$ cat src/logic/smo_cfg.svh
/*
 * Constants of the service command block: register offsets, field positions,
 * reset values, characters, error numbers, limits and counts.
 * Assumes nothing; included by the package users.
 */
`ifndef SMO_CFG_SVH
`define SMO_CFG_SVH
// Register offsets (byte addresses)
`define SMO_OFS_CTRL 8'h00
`define SMO_OFS_IRQ_ST 8'h04
`define SMO_OFS_IRQ_MASK 8'h08
`define SMO_OFS_REF 8'h0c
`define SMO_OFS_TRIM0 8'h10
`define SMO_OFS_TRIM5 8'h24
`define SMO_OFS_LAST_ERR 8'h28
// Field positions and reset values
`define SMO_CTRL_EXT_BIT 0
`define SMO_IRQ_DONE_BIT 0
`define SMO_IRQ_ERR_BIT 1
`define SMO_IRQ_CLAMP_BIT 2
`define SMO_CTRL_RST 1'b0
`define SMO_IRQ_MASK_RST 3'h0
// Characters
`define SMO_CH_BS 8'h08
`define SMO_CH_CR 8'h0d
`define SMO_CH_SP 8'h20
`define SMO_CH_COMMA 8'h2c
`define SMO_CH_MINUS 8'h2d
`define SMO_CH_PROMPT 8'h3e
`define SMO_CMD_SHOT 8'h61
`define SMO_CMD_TRIM 8'h62
`define SMO_SEL_GYRO 8'h67
`define SMO_SEL_ACC 8'h61
`define SMO_SEL_REF 8'h72
`define SMO_AX_X 8'h78
`define SMO_AX_Y 8'h79
`define SMO_AX_Z 8'h7a
// Error numbers
`define SMO_E_UNKNOWN 4'h1
`define SMO_E_COUNT 4'h2
`define SMO_E_INVALID 4'h3
`define SMO_E_CLAMP 4'h8
// Sizes, counts and trim limits in LSB
`define SMO_BUF_DEPTH 7'd80
`define SMO_MAX_DIGITS 4'd9
`define SMO_RPT_LAST 5'd19
`define SMO_TRIM_LAST 5'd6
`define SMO_G_LIM 34'sh186a0
`define SMO_A_LIM 34'sh186a0
`endif

$ cat src/logic/smo_pkg.sv
/*
 * Types of the service command block: states, list modes and the state record.
 * Assumes the widths used by smo_service_cmds.
 */
package smo_pkg;
   typedef enum logic [2:0] {S_IDLE, S_LOAD, S_SCAN, S_EXEC, S_LINE, S_BITS, S_ERR, S_PROMPT} smo_st_e;
   typedef enum logic [1:0] {M_RPT, M_TRIM, M_REF} smo_mode_e;
   typedef struct packed {
      smo_st_e st;
      smo_mode_e md;
      logic [6:0] len;
      logic [6:0] rd;
      logic [7:0] c0;
      logic [7:0] c1;
      logic [7:0] c2;
      logic [1:0] f;
      logic [1:0] l1;
      logic [1:0] l2;
      logic [29:0] acc;
      logic [3:0] nd;
      logic neg;
      logic bad;
      logic bad2;
      logic [5:0][31:0] trim;
      logic [31:0] refv;
      logic [14:0][31:0] word;
      logic [3:0][7:0] stat;
      logic [5:0] mask;
      logic clamp;
      logic [4:0] it;
      logic [4:0] cc;
      logic [2:0] bt;
      logic [3:0] errn;
      logic [3:0] last_err;
      logic [7:0] tx_data;
      logic tx_valid;
      logic rx_ready;
      logic ext_trig;
      logic [2:0] irq_st;
      logic [2:0] irq_mask;
      logic irq;
      logic pready;
      logic pslverr;
      logic [31:0] prdata;
   } smo_state_s;
endpackage

$ cat src/logic/smo_line_buf.sv
/*
 * Command line buffer: one write port, one read port with registered data.
 * Assumes one clock; read data follow the address by one edge.
 */
`timescale 1ns/1ns
module smo_line_buf (
   // Clock and reset
   input wire logic pclk,
   input wire logic presetn,
   // Write port
   input wire logic we,
   input wire logic [6:0] waddr,
   input wire logic [7:0] wdata,
   // Read port
   input wire logic [6:0] raddr,
   output logic [7:0] rdata
);
   logic [7:0] mem [0:79];

   always_ff @(posedge pclk) begin
      if (we) begin
         mem[waddr] <= wdata;
      end
   end

   always_ff @(posedge pclk or negedge presetn) begin
      if (!presetn) begin
         rdata <= 8'h00;
      end else begin
         rdata <= mem[raddr];
      end
   end
endmodule // smo_line_buf

$ cat src/logic/smo_service_cmds.sv
/*
 * Service command interpreter: single-shot report and trim offset command
 * over a byte stream, with APB registers and one interrupt.
 * Assumes a UART outside on pclk delivering and taking whole bytes.
 */
// Local design decisions: register access over APB and the register offsets.
// Notes on behaviour
// - 'a' CR prints the latest sample
// - report words, status bytes, timing, counter, latency
// - status set bits give NOT OK, listed
// - unknown command letter gives E001
// - extra characters after 'a' give E002
// - one value sets all six trims
// - value and sensor set three trims
// - value, sensor, axis adds to one trim
// - second parameter r stores reference tag
// - sensor selector g or a only
// - axis selector x, y or z only
// - out of range trims clamp, then E008
// - wrong parameter count or comma gives E002
// - invalid parameter value gives E003
// - echo input, CR executes, BS deletes
// - space then commas separate parameters
// - CR then '>' when ready
// - single-shot refused under external trigger
`timescale 1ns/1ns
`include "smo_cfg.svh"
module smo_service_cmds import smo_pkg::*; (
   // Clock and reset
   input wire logic pclk,
   input wire logic presetn,
   // APB slave
   input wire logic psel,
   input wire logic penable,
   input wire logic pwrite,
   input wire logic [7:0] paddr,
   input wire logic [31:0] pwdata,
   output logic [31:0] prdata,
   output logic pready,
   output logic pslverr,
   // Received bytes
   input wire logic [7:0] rx_data,
   input wire logic rx_valid,
   output logic rx_ready,
   // Transmitted bytes
   output logic [7:0] tx_data,
   output logic tx_valid,
   input wire logic tx_ready,
   // Background samples
   input wire logic samp_valid,
   input wire logic [14:0][31:0] samp_word,
   input wire logic [3:0][7:0] samp_stat,
   // Interrupt
   output logic irq
);
   smo_state_s s;
   smo_state_s n;
   logic mem_we;
   logic [7:0] c;
   logic [7:0] ch;
   logic [7:0] lbl;
   logic [31:0] val;
   logic [47:0] vdt;
   logic [4:0] llen;
   logic [4:0] m;
   logic [4:0] kk;
   logic [2:0] ev;
   logic [2:0] clr;
   logic [5:0] msk;
   logic [33:0] vs;
   logic [33:0] t;
   logic [33:0] lim;
   logic [31:0] rdv;
   logic is_stat;
   logic hd;
   logic fin;
   logic fail;
   logic ok_v;
   logic hit;

   // ************************************************************
   // Line buffer
   // ************************************************************
   smo_line_buf u_buf (
      .pclk(pclk),
      .presetn(presetn),
      .we(mem_we),
      .waddr(s.len),
      .wdata(rx_data),
      .raddr(n.rd),
      .rdata(c)
   );

   function automatic logic [4:0] rpt_map(input logic [4:0] it);
      unique case (it)
         5'd3: return 5'h10;
         5'd7: return 5'h11;
         5'd11, 5'd15: return 5'h12;
         5'd17: return 5'h13;
         5'd16: return 5'h0c;
         5'd18: return 5'h0d;
         5'd19: return 5'h0e;
         default: return 5'(it - (it >> 2));
      endcase
   endfunction

   function automatic logic [7:0] hexc(input logic [3:0] v);
      return (v < 4'ha) ? 8'h30 + 8'(v) : 8'h57 + 8'(v);
   endfunction

   // ************************************************************
   // Next state
   // ************************************************************
   always_comb begin
      n = s;
      mem_we = 1'b0;
      ev = 3'h0;
      clr = 3'h0;
      fin = 1'b0;
      fail = 1'b0;
      msk = 6'h00;
      t = 34'h0;
      lim = 34'h0;
      vs = s.neg ? 34'(-{4'h0, s.acc}) : {4'h0, s.acc};
      m = rpt_map(s.it);
      hd = (s.md != M_RPT) && (s.it == 5'd0);
      is_stat = 1'b0;
      lbl = 8'h41 + 8'(s.it);
      val = 32'h0;
      // Keep the sample stable while it is being reported
      if (samp_valid && !((s.st == S_LINE || s.st == S_BITS) && s.md == M_RPT)) begin
         n.word = samp_word;
         n.stat = samp_stat;
      end
      if (s.tx_valid && tx_ready) begin
         n.tx_valid = 1'b0;
      end
      unique case (s.md)
         M_RPT: begin
            is_stat = m[4];
            val = m[4] ? {24'h0, s.stat[m[1:0]]} : s.word[m[3:0]];
         end
         M_TRIM: begin
            lbl = 8'h2f + 8'(s.it);
            val = s.trim[3'(s.it - 5'd1)];
         end
         default: begin
            lbl = 8'h52;
            val = s.refv;
         end
      endcase
      ok_v = (val[7:0] == 8'h00);
      vdt = ok_v ? {"OK", 32'h0} : "NOT OK";
      llen = is_stat ? (ok_v ? 5'd14 : 5'd18) : 5'd11;
      kk = s.cc - 5'd11;
      // Character of the current line
      if (hd) begin
         llen = 5'd3;
         ch = (s.cc == 5'd0) ? 8'h54 : (s.cc == 5'd1) ? 8'h3a : `SMO_CH_CR;
      end else if (s.cc == 5'd0) begin
         ch = lbl;
      end else if (s.cc == 5'd1) begin
         ch = 8'h3d;
      end else if (s.cc < 5'd10) begin
         ch = is_stat ? {7'h18, val[5'd9 - s.cc]} : hexc(4'(val >> {5'd9 - s.cc, 2'b00}));
      end else if (is_stat && s.cc == 5'd10) begin
         ch = `SMO_CH_SP;
      end else if (is_stat && s.cc < llen - 5'd1) begin
         ch = vdt[6'd47 - {kk[2:0], 3'b000} -: 8];
      end else begin
         ch = `SMO_CH_CR;
      end
      unique case (s.st)
         S_IDLE: begin
            if (rx_valid && s.rx_ready) begin
               n.tx_valid = 1'b1;
               n.tx_data = rx_data;
               if (rx_data == `SMO_CH_CR) begin
                  n.st = S_LOAD;
               end else if (rx_data == `SMO_CH_BS) begin
                  if (s.len != 7'd0) begin
                     n.len = s.len - 7'd1;
                  end
               end else if (s.len != `SMO_BUF_DEPTH) begin
                  mem_we = 1'b1;
                  n.len = s.len + 7'd1;
               end
            end
         end
         S_LOAD: begin
            n.rd = 7'd0;
            n.f = 2'd0;
            n.acc = 30'h0;
            n.nd = 4'h0;
            n.neg = 1'b0;
            n.bad = 1'b0;
            n.bad2 = 1'b0;
            n.l1 = 2'd0;
            n.l2 = 2'd0;
            n.errn = 4'h0;
            n.clamp = 1'b0;
            n.mask = 6'h00;
            n.it = 5'd0;
            n.cc = 5'd0;
            n.st = (s.len == 7'd0) ? S_PROMPT : S_SCAN;
         end
         S_SCAN: begin
            if (s.rd == 7'd0) begin
               n.c0 = c;
            end else if (s.c0 != `SMO_CMD_TRIM) begin
               n.bad2 = 1'b1;
            end else if (s.rd == 7'd1) begin
               n.bad2 = (c != `SMO_CH_SP);
            end else if (c == `SMO_CH_COMMA) begin
               if (s.f == 2'd2) begin
                  n.bad2 = 1'b1;
               end else begin
                  n.f = s.f + 2'd1;
               end
            end else begin
               unique case (s.f)
                  2'd0: begin
                     if (c == `SMO_CH_MINUS && s.nd == 4'h0 && !s.neg) begin
                        n.neg = 1'b1;
                     end else if (c >= 8'h30 && c <= 8'h39 && s.nd != `SMO_MAX_DIGITS) begin
                        n.acc = 30'(s.acc * 30'd10 + 30'(c - 8'h30));
                        n.nd = s.nd + 4'h1;
                     end else begin
                        n.bad = 1'b1;
                     end
                  end
                  2'd1: begin
                     n.c1 = c;
                     n.l1 = (s.l1 == 2'd3) ? s.l1 : s.l1 + 2'd1;
                  end
                  default: begin
                     n.c2 = c;
                     n.l2 = (s.l2 == 2'd3) ? s.l2 : s.l2 + 2'd1;
                  end
               endcase
            end
            n.rd = s.rd + 7'd1;
            if (s.rd == s.len - 7'd1) begin
               n.st = S_EXEC;
            end
         end
         S_EXEC: begin
            n.st = S_LINE;
            n.md = M_TRIM;
            if (s.c0 == `SMO_CMD_SHOT) begin
               if (s.ext_trig) begin
                  n.errn = `SMO_E_UNKNOWN;
               end else if (s.len != 7'd1) begin
                  n.errn = `SMO_E_COUNT;
               end else begin
                  n.md = M_RPT;
               end
            end else if (s.c0 != `SMO_CMD_TRIM) begin
               n.errn = `SMO_E_UNKNOWN;
            end else if (s.len == 7'd1 || s.bad2 || s.nd == 4'h0 || (s.f != 2'd0 && s.l1 == 2'd0) ||
                         (s.f == 2'd2 && (s.l2 == 2'd0 || s.c1 == `SMO_SEL_REF))) begin
               n.errn = `SMO_E_COUNT;
            end else if (s.bad || (s.f != 2'd0 && s.l1 != 2'd1) || (s.f == 2'd2 && s.l2 != 2'd1)) begin
               n.errn = `SMO_E_INVALID;
            end else if (s.f == 2'd1 && s.c1 == `SMO_SEL_REF) begin
               if (s.neg) begin
                  n.errn = `SMO_E_INVALID;
               end else begin
                  n.refv = {2'b00, s.acc};
                  n.md = M_REF;
               end
            end else begin
               if (s.f == 2'd0) begin
                  msk = 6'h3f;
               end else if (s.c1 == `SMO_SEL_GYRO) begin
                  msk = 6'h07;
               end else if (s.c1 == `SMO_SEL_ACC) begin
                  msk = 6'h38;
               end
               if (s.f == 2'd2) begin
                  msk = msk & ((s.c2 == `SMO_AX_X) ? 6'h09 : (s.c2 == `SMO_AX_Y) ? 6'h12 :
                               (s.c2 == `SMO_AX_Z) ? 6'h24 : 6'h00);
               end
               if (msk == 6'h00) begin
                  n.errn = `SMO_E_INVALID;
               end
               n.mask = msk;
               for (int i = 0; i < 6; i++) begin
                  if (msk[i]) begin
                     t = ((s.f == 2'd2) ? {{2{s.trim[i][31]}}, s.trim[i]} : 34'h0) + vs;
                     lim = (i < 3) ? `SMO_G_LIM : `SMO_A_LIM;
                     if ($signed(t) > $signed(lim)) begin
                        t = lim;
                        n.clamp = 1'b1;
                     end else if ($signed(t) < -$signed(lim)) begin
                        t = -lim;
                        n.clamp = 1'b1;
                     end
                     n.trim[i] = t[31:0];
                  end
               end
            end
            fail = (n.errn != 4'h0);
            if (fail) begin
               n.st = S_ERR;
            end else if (n.clamp) begin
               n.errn = `SMO_E_CLAMP;
            end
         end
         S_LINE: begin
            if (s.md == M_TRIM && !hd && !s.mask[3'(s.it - 5'd1)]) begin
               fin = 1'b1;
            end else if (!s.tx_valid) begin
               n.tx_valid = 1'b1;
               n.tx_data = ch;
               n.cc = s.cc + 5'd1;
               if (s.cc == llen - 5'd1) begin
                  n.cc = 5'd0;
                  n.bt = 3'd7;
                  if (is_stat && !ok_v) begin
                     n.st = S_BITS;
                  end else begin
                     fin = 1'b1;
                  end
               end
            end
         end
         S_BITS: begin
            if (!val[s.bt]) begin
               fin = (s.bt == 3'd0);
               n.bt = s.bt - 3'd1;
            end else if (!s.tx_valid) begin
               n.tx_valid = 1'b1;
               n.tx_data = (s.cc < 5'd5) ? 8'(" BIT " >> {5'd4 - s.cc, 3'b000}) :
                           (s.cc == 5'd5) ? 8'h30 + 8'(s.bt) : `SMO_CH_CR;
               n.cc = s.cc + 5'd1;
               if (s.cc == 5'd6) begin
                  n.cc = 5'd0;
                  fin = (s.bt == 3'd0);
                  n.bt = s.bt - 3'd1;
               end
            end
         end
         S_ERR: begin
            if (!s.tx_valid) begin
               n.tx_valid = 1'b1;
               n.tx_data = (s.cc == 5'd0) ? 8'h45 : (s.cc < 5'd3) ? 8'h30 :
                           (s.cc == 5'd3) ? 8'h30 + 8'(s.errn) : `SMO_CH_CR;
               n.cc = s.cc + 5'd1;
               if (s.cc == 5'd4) begin
                  n.cc = 5'd0;
                  n.last_err = s.errn;
                  ev[`SMO_IRQ_ERR_BIT] = 1'b1;
                  ev[`SMO_IRQ_CLAMP_BIT] = s.clamp;
                  n.st = S_PROMPT;
               end
            end
         end
         S_PROMPT: begin
            if (!s.tx_valid) begin
               n.tx_valid = 1'b1;
               n.tx_data = (s.cc == 5'd0) ? `SMO_CH_CR : `SMO_CH_PROMPT;
               n.cc = s.cc + 5'd1;
               if (s.cc == 5'd1) begin
                  n.cc = 5'd0;
                  n.len = 7'd0;
                  ev[`SMO_IRQ_DONE_BIT] = 1'b1;
                  n.st = S_IDLE;
               end
            end
         end
      endcase
      if (fin) begin
         n.it = s.it + 5'd1;
         n.st = S_LINE;
         if ((s.md == M_RPT && s.it == `SMO_RPT_LAST) || (s.md == M_TRIM && s.it == `SMO_TRIM_LAST) ||
             (s.md == M_REF && s.it == 5'd1)) begin
            n.st = (s.errn != 4'h0) ? S_ERR : S_PROMPT;
         end
      end
      // APB: answer prepared in the setup cycle, zero wait states
      hit = 1'b1;
      rdv = 32'h0;
      unique case (paddr)
         `SMO_OFS_CTRL: rdv = {31'h0, s.ext_trig};
         `SMO_OFS_IRQ_ST: rdv = {29'h0, s.irq_st};
         `SMO_OFS_IRQ_MASK: rdv = {29'h0, s.irq_mask};
         `SMO_OFS_REF: rdv = s.refv;
         `SMO_OFS_LAST_ERR: rdv = {28'h0, s.last_err};
         default: begin
            hit = (paddr >= `SMO_OFS_TRIM0) && (paddr <= `SMO_OFS_TRIM5) && (paddr[1:0] == 2'b00);
            rdv = hit ? s.trim[3'((paddr - `SMO_OFS_TRIM0) >> 2)] : 32'h0;
         end
      endcase
      n.pready = psel && !penable;
      n.pslverr = psel && !penable && !hit;
      n.prdata = (psel && !penable) ? rdv : s.prdata;
      if (psel && penable && s.pready && pwrite && !s.pslverr) begin
         unique case (paddr)
            `SMO_OFS_CTRL: n.ext_trig = pwdata[`SMO_CTRL_EXT_BIT];
            `SMO_OFS_IRQ_ST: clr = pwdata[2:0];
            `SMO_OFS_IRQ_MASK: n.irq_mask = pwdata[2:0];
            default: ;
         endcase
      end
      n.irq_st = (s.irq_st & ~clr) | ev;
      n.irq = |(n.irq_st & n.irq_mask);
      n.rx_ready = (n.st == S_IDLE) && !n.tx_valid;
   end

   always_ff @(posedge pclk or negedge presetn) begin
      if (!presetn) begin
         s <= '0;
      end else begin
         s <= n;
      end
   end

   assign prdata = s.prdata;
   assign pready = s.pready;
   assign pslverr = s.pslverr;
   assign rx_ready = s.rx_ready;
   assign tx_data = s.tx_data;
   assign tx_valid = s.tx_valid;
   assign irq = s.irq;
endmodule // smo_service_cmds

$ cat config.mk
export PLATFORM = sky130hd
export DESIGN_NAME = smo_service_cmds
export DESIGN_NICKNAME = d
export VERILOG_FILES = /design/src/logic/smo_pkg.sv /design/src/logic/smo_line_buf.sv /design/src/logic/smo_service_cmds.sv
export VERILOG_INCLUDE_DIRS = /design/src /design/src/logic
export SDC_FILE = /design/constraint.sdc
export NUM_CORES = 2
export LEC_CHECK = 0
export BUFFER_PORTS_ARGS = -buffer_cell sky130_fd_sc_hd__buf_2
export CAP_MARGIN = 20
export CORE_AREA = 5 5 472 427
export CTS_BUF_LIST = sky130_fd_sc_hd__clkbuf_2
export CTS_CLUSTER_SIZE = 16
export DETAILED_ROUTE_END_ITERATION = 7
export DIE_AREA = 0 0 477 432
export SETUP_SLACK_MARGIN = 0.5
export SYNTH_ARGS = -nofsm -noshare
export SYNTH_HDL_FRONTEND = slang
export SYNTH_HIERARCHICAL = 1
export SYNTH_SLANG_ARGS = --single-unit
$ cat constraint.sdc
create_clock -name pclk -period 8.8 [get_ports pclk]
set_input_delay 1.32 -clock pclk [delete_from_list [all_inputs] [get_ports pclk]]
set_output_delay 1.32 -clock pclk [all_outputs]
set_load 0.05 [all_outputs]
# Yosys cells after proc, flatten, opt, wreduce, memory -nomap -nowiden

Memory sizes are Yosys's and may differ from the RTL's. A register that Yosys moved wholly into a read port is not among the register bits.
Index checks and enable logic that the tools add are counted.

Logic and storage cells: 566
Memories: 1
Bits in writable memories: 640
Flip-flop bits (word level): 900

Bitwise logic cells: 16
Equality and inequality tests: 91
Reductions and logical operators: 107
Multipliers: 1
Shifts and indexed selects: 3
$lt $le $gt $ge: 27
$add $sub $neg: 34
Multiplexer cells: 228

Memory list:

| name      | depth | width | rd ports | clocked after memory_dff | write ports | RTL line           | source |
|---|---|---|---|---|---|---|---|
| u_buf.mem | 80    | 8     | 1        | 1                        | 1           | smo_line_buf.sv:18 | `logic [7:0] mem [0:79];` |

Operators with widths:

| cell                 | number |
|---|---|
| $mux 32              | 17 |
| $mux 34              | 9 |
| $add 34x34->34       | 6 |
| $gt 34x18->1 const B | 6 |
| $lt 34x18->1 const B | 6 |
| $bmux 32 s3          | 2 |
| $pmux 32 s5          | 1 |
| $bmux 32 s4          | 1 |
| $mux 6               | 21 |
| $mux 7               | 18 |
| $mux 8               | 15 |
| $pmux 43 s2          | 1 |
| $mux 42              | 2 |
| $reduce_and 7->1     | 12 |
| $pmux 32 s2          | 1 |
| $mux 9               | 7 |
| $mux 1               | 57 |
| $eq 8x7->1 const B   | 7 |
| $ne 2x2->1 const B   | 28 |
| $shiftx 55x7->8      | 1 |
| $mux 3               | 18 |
| $mux 5               | 10 |
| $mux 4               | 12 |
| $pmux 9 s5           | 1 |
| other kinds (104)    | 248 |

# Depth between registers and ports, before layout

Depth after elaboration: 49
Gate-level depth with buffers: 32
Mapped depth without buffers: 30

# Cells and area by module

The synthesis kept the hierarchy.

Modules (own cells, without submodules):

| module           | instances | area an instance (um2) | cells an instance |
|---|---|---|---|
| smo_service_cmds | 1         | 62655.1                | 6631 |
| smo_line_buf     | 1         | 24967.7                | 1117 |

# Least setup slack after synthesis

No wires, ideal clock.

Kind: register to register
Start point: register s[68] (netlist bit)
End point: register s, in the netlist tx_data[4]
Path buffers: 12
Stages on the path, launching flop included: 30
Setup time: 0.126 ns
Data arrival time: 7.741 ns
Period minus slack after synthesis: 7.867 ns
Slack: 0.933 ns
Required time: 8.674 ns
Cell sequence: dfrtp_1 clkbuf_1 buf_2 buf_1 clkbuf_1 buf_1 clkbuf_1 inv_1 ha_1 clkbuf_1 o311ai_1 nand4_1 nand2_1 buf_1 buf_2 buf_2 buf_1 buf_1 a31oi_1 o21a_1 o31ai_1 a21oi_1 nor4_1 a31oi_1 ha_1 inv_1 o21ai_0 o21ai_0 nand2_1 a221o_1

Cells in the longest elaborated chain, start to end: 22

Ends and longest elaborated chain:

| what                                                 | RTL line                | source |
|---|---|---|
| start, declared                                      | smo_service_cmds.sv:56  | `smo_state_s s;` |
| start signal, assigned                               | smo_service_cmds.sv:415 | `s <= n;` |
| branches (longest 22 deep; another with $sub 5x3->5) | n/a                     |  |

Parallel ways; which one is timed is not known. The select of a mux whose other input is x is not followed.
A chain may end at the register's enable or synchronous reset.

# Worst setup path in the final report

Start point: register s[828] (netlist bit)
End point: register s[664] (netlist bit)

Cells in the longest elaborated chain, start to end: 6

Ends and longest elaborated chain:

| what             | RTL line                | source |
|---|---|---|
| $neg 30->34      | smo_service_cmds.sv:124 | `vs = s.neg ? 34'(-{4'h0, s.acc}) : {4'h0, s.acc};` |
| $mux 34 *        | smo_service_cmds.sv:124 |  |
| $add 34x34->34 * | smo_service_cmds.sv:290 | `t = ((s.f == 2'd2) ? {{2{s.trim[i][31]}}, s.trim[i]} : 34'h0) + vs;` |
| $lt 34x18->1     | smo_service_cmds.sv:295 | `end else if ($signed(t) < -$signed(lim)) begin` |
| $mux 32          | smo_service_cmds.sv:295 |  |
| $mux 32 *        | smo_service_cmds.sv:292 | `if ($signed(t) > $signed(lim)) begin` |

Mark *: on every way between the ends. The rest lies on a longest branch, timed or not.

==> summary.md <==
| Metric | Value |
|---|---|
| Required time of the critical path | 10.39 ns |
| Synth area leader | dfrtp_1 |
| Setup crit end kind | flip-flop |
| DRC violations left | 0 |
| Area of the multi-input gates | 43290 um2 |
| CP Cell Sequence | nor4_4, buf_4, nand2_1, or4_1, or3_1, or3_1, or2_2, o21ai_0, xnor2_1, ha_1, nand4_1, or3_1, or2_2, a2111oi_0, a21oi_1, o21bai_1, xor2_1, a2111oi_0, nand4b_1, and3b_1, a21o_1, o21ai_0, o21ai_0 |
| Async SR Flop Fraction | 58.66% |
| Full die area | 206100 um2 |
| Area Growth Syn to Fin | 18.85% |
| Critical Path Start Type | flip-flop |
| CTS root buf | clkbuf_2 |
| Port bufs | 583 |
| Max Freq | 127.5 MHz |
| Chip width | 477 um |
| Number of flops mapped to enable cells by yosys | 640 |
| Total CTS buffers | 419 |
| Leak Pwr | 0.04436 uW |
| Share of layout cells above drive strength 1 | 24.76% |
| Fillcell total | 17036 |
| First-pass GRT wire length | 471900 um |
| Top_reg_cell synth | dfrtp_1 |
| Post-CTS setup buffer count | 0 |
| Antenna Nets Post-Route | 0 |
| Drt first pass iters | 6 |
| Max-cap violations | 0 |
| Final critical-path required period | 7.841 ns |
| Die Y | 432 um |
| Yosys warns | 6 |
| Core Area | 195600 um2 |
| Max VDD drop | 0.3304 mV |
| Cell with the most instances after synthesis | dfrtp_1 |
| Yosys cell types | 102 |
| RSZ-0062 raised after global routing | no |
| GRT Overall Usage | 30.34% |
| Initial Utilization | 44.80% |
| Clock slew at reported path FFs | 0.12 ns |
| Cells after synthesis | 7748 |
| Place WS | 0.9839 ns |
| Crit path max-delay cell type | dfrtp_1 |
| Pin count of the biggest net entering global routing | 176 |
| Seq. cell area | 41940 um2 |
| Row Count | 154 |
| Finish-stage setup viols | 0 |
| Skew final | 0.2498 ns |
| WS Path Type | flip-flop to flip-flop |
| GP Congestion | 0.9485 |
| Slew @ Worst Pin | 1.234 ns |
| Clk buf depth | 4 |
| Worst hold stages | 3 |
| Clock latency on the worst-skew pair | 1.95 ns |
| Final HPWL DP | 230300 um |
| Netlist Area Pre-Place | 87620 um2 |
| Status | complete, no violations |
| Worst r2r path cells | 23 |
| Gr ovfl total | 0 |
| Initial DRC count | 7290 |
| Vias per Instance | 6.047 |
| Area fraction of the dominant cell type after synthesis | 25.93% |
| Number of global-route vias before repair | 73590 |
| Slowest stage delay, CP | 0.67 ns |
| Final wirelength | 321400 um |
| Most frequent cells after synthesis | dfrtp_1 (908), nand2_1 (743), edfxtp_1 (640) |
| CTS sink cnt | 1548 |
| CP Data Arrival Time | 9.43 ns |
| Fin. Hold Viols | 0 |
| CTS tree | built |
| Fin crit share | 89.10% |
| Max FO, Critical Path | 12 |
| I/O pin count | 613 |
| Routed vias | 73156 |
| Worst Slack Setup Final | 0.9592 ns |
| Syn_nets | 8630 |
| Fin Setup TNS | 0 ns |
| Slew margin rel. | 17.76% |
| Pwr dens | 214.8 nW/um2 |
| Yosys reg bits | 1548 |
| Pins Over Slew Limit | 0 |
| Sequential element share of the synthesized area | 47.86% |
| Layout Nets | 10028 |
| Routed wire per std cell | 26.57 um |
| Syn Area/Cell | 11.31 um2 |
| CTS HTree Levels | 5 |
| Initial antenna violation count | 73 |
| Worst min path class | primary input to flip-flop |
| Dominant cells by area after synthesis | dfrtp_1 (26%), edfxtp_1 (22%), mux2_2 (7.6%) |
==> cell type report <==
type	count	area share [%]
repair buffers	1443	10.82
clock buffers	594	2.855
inverters	161	0.5803
diodes	79	0.1898
flip-flops and latches	1548	40.28
clock inverters	125	0.6151
well taps	2574	3.092
multi-input cells	5573	41.57
==> worst paths after layout <==
kind | start | end | slack (ns)
setup / recovery | s[828] | s[664] | 0.96
hold / removal | samp_word[270] | s[382] | 0.21
setup reg to reg | s[828] | s[664] | 0.96
hold reg to reg | s[78] | s[78] | 0.49
max in group asynchronous | presetn | s[387] | 6.37
min in group asynchronous | presetn | s[376] | 0.51
==> layer usage <==
layer / global-route usage (%) / wire length (um) / vias up
met1: 40.41 / 130600 / 36648
met3: 6.828 / 27740 / 788
li1: - / - / 32269
met5: 0 / 67 / -
met2: 47.58 / 147100 / 3439
met4: 13.82 / 15900 / 12
==> power by group <==
| part | switching, uW | total (uW) | internal (uW) |
|---|---|---|---|
| clock | 3170 | 5120 | 1960 |
| combinational | 5860 | 8930 | 3070 |
| sequential | 420 | 8320 | 7900 |
==> per-stage QoR <==
stage	instances	hold slack [ns]	power, uW	cell area [um2]	util (%)
after floorplan	7748	0.4416	13400	87620	-
after global placement	10611	0.4552	16710	93420	47.77
after detailed placement	10613	0.4635	16770	93440	47.77
after CTS	12015	0.0002980	22190	103900	53.13
after global routing	12087	0.03836	23360	104100	53.24
final	12097	0.2144	22370	104100	53.25
==> cells in the final DEF (no fill, tap or decap), types with 68 or more instances in the layout <==
master,count
dfrtp_1,907
nand2_1,739
dlygate4sd3_1,682
edfxtp_1,640
mux2_2,594
clkbuf_2,594
buf_2,582
o21ai_0,410
nor2_1,405
a21oi_1,333
ha_1,303
mux4_2,243
and2_1,219
nand3_1,180
xnor2_1,179
a21o_1,174
mux2i_1,167
buf_4,163
inv_1,159
o21a_1,105
a31oi_1,102
and3_1,97
a211oi_1,95
clkinv_1,93
xor2_1,86
nor3_1,80
diode_2,79
o211ai_1,68
==> kinds of logic after synthesis <==
kind of cell,Yosys count,synth area share (%)
multiplexers,1005,15.80
XOR/XNOR,268,2.712
AND/OR/NAND/NOR,2129,11.83
buffers and inverters,627,2.987
flip-flops,1548,47.86
adder cells (fa/ha/maj),319,4.618
AO/OA/AOI/OAI,1852,14.19
==> worst max-delay path, delay by kind of cell, from the launching register on <==
kind	cells	cell delay, ns
flip-flops	1	0.67
XOR/XNOR	2	0.41
AND/OR/NAND/NOR	11	3.63
AO/OA/AOI/OAI	8	2.18
adder cells (fa/ha/maj)	1	0.53
buffers and inverters	1	0.22
==> flip-flops by register name, indices dropped and copies added, names as in the netlist <==
register     flops
irq              1
prdata          32
pready           1
pslverr          1
rx_ready         1
s              855
tx_data          8
tx_valid         1
u_buf/mem      640
u_buf/rdata      8
==> repair_timing <==
item,CTS,global route
hold buffers,683,0
endpoints found under the hold margin,925,0
resized for setup,0,1
endpoints found under the setup margin,0,2
Power figures use the tool's default switching activity.
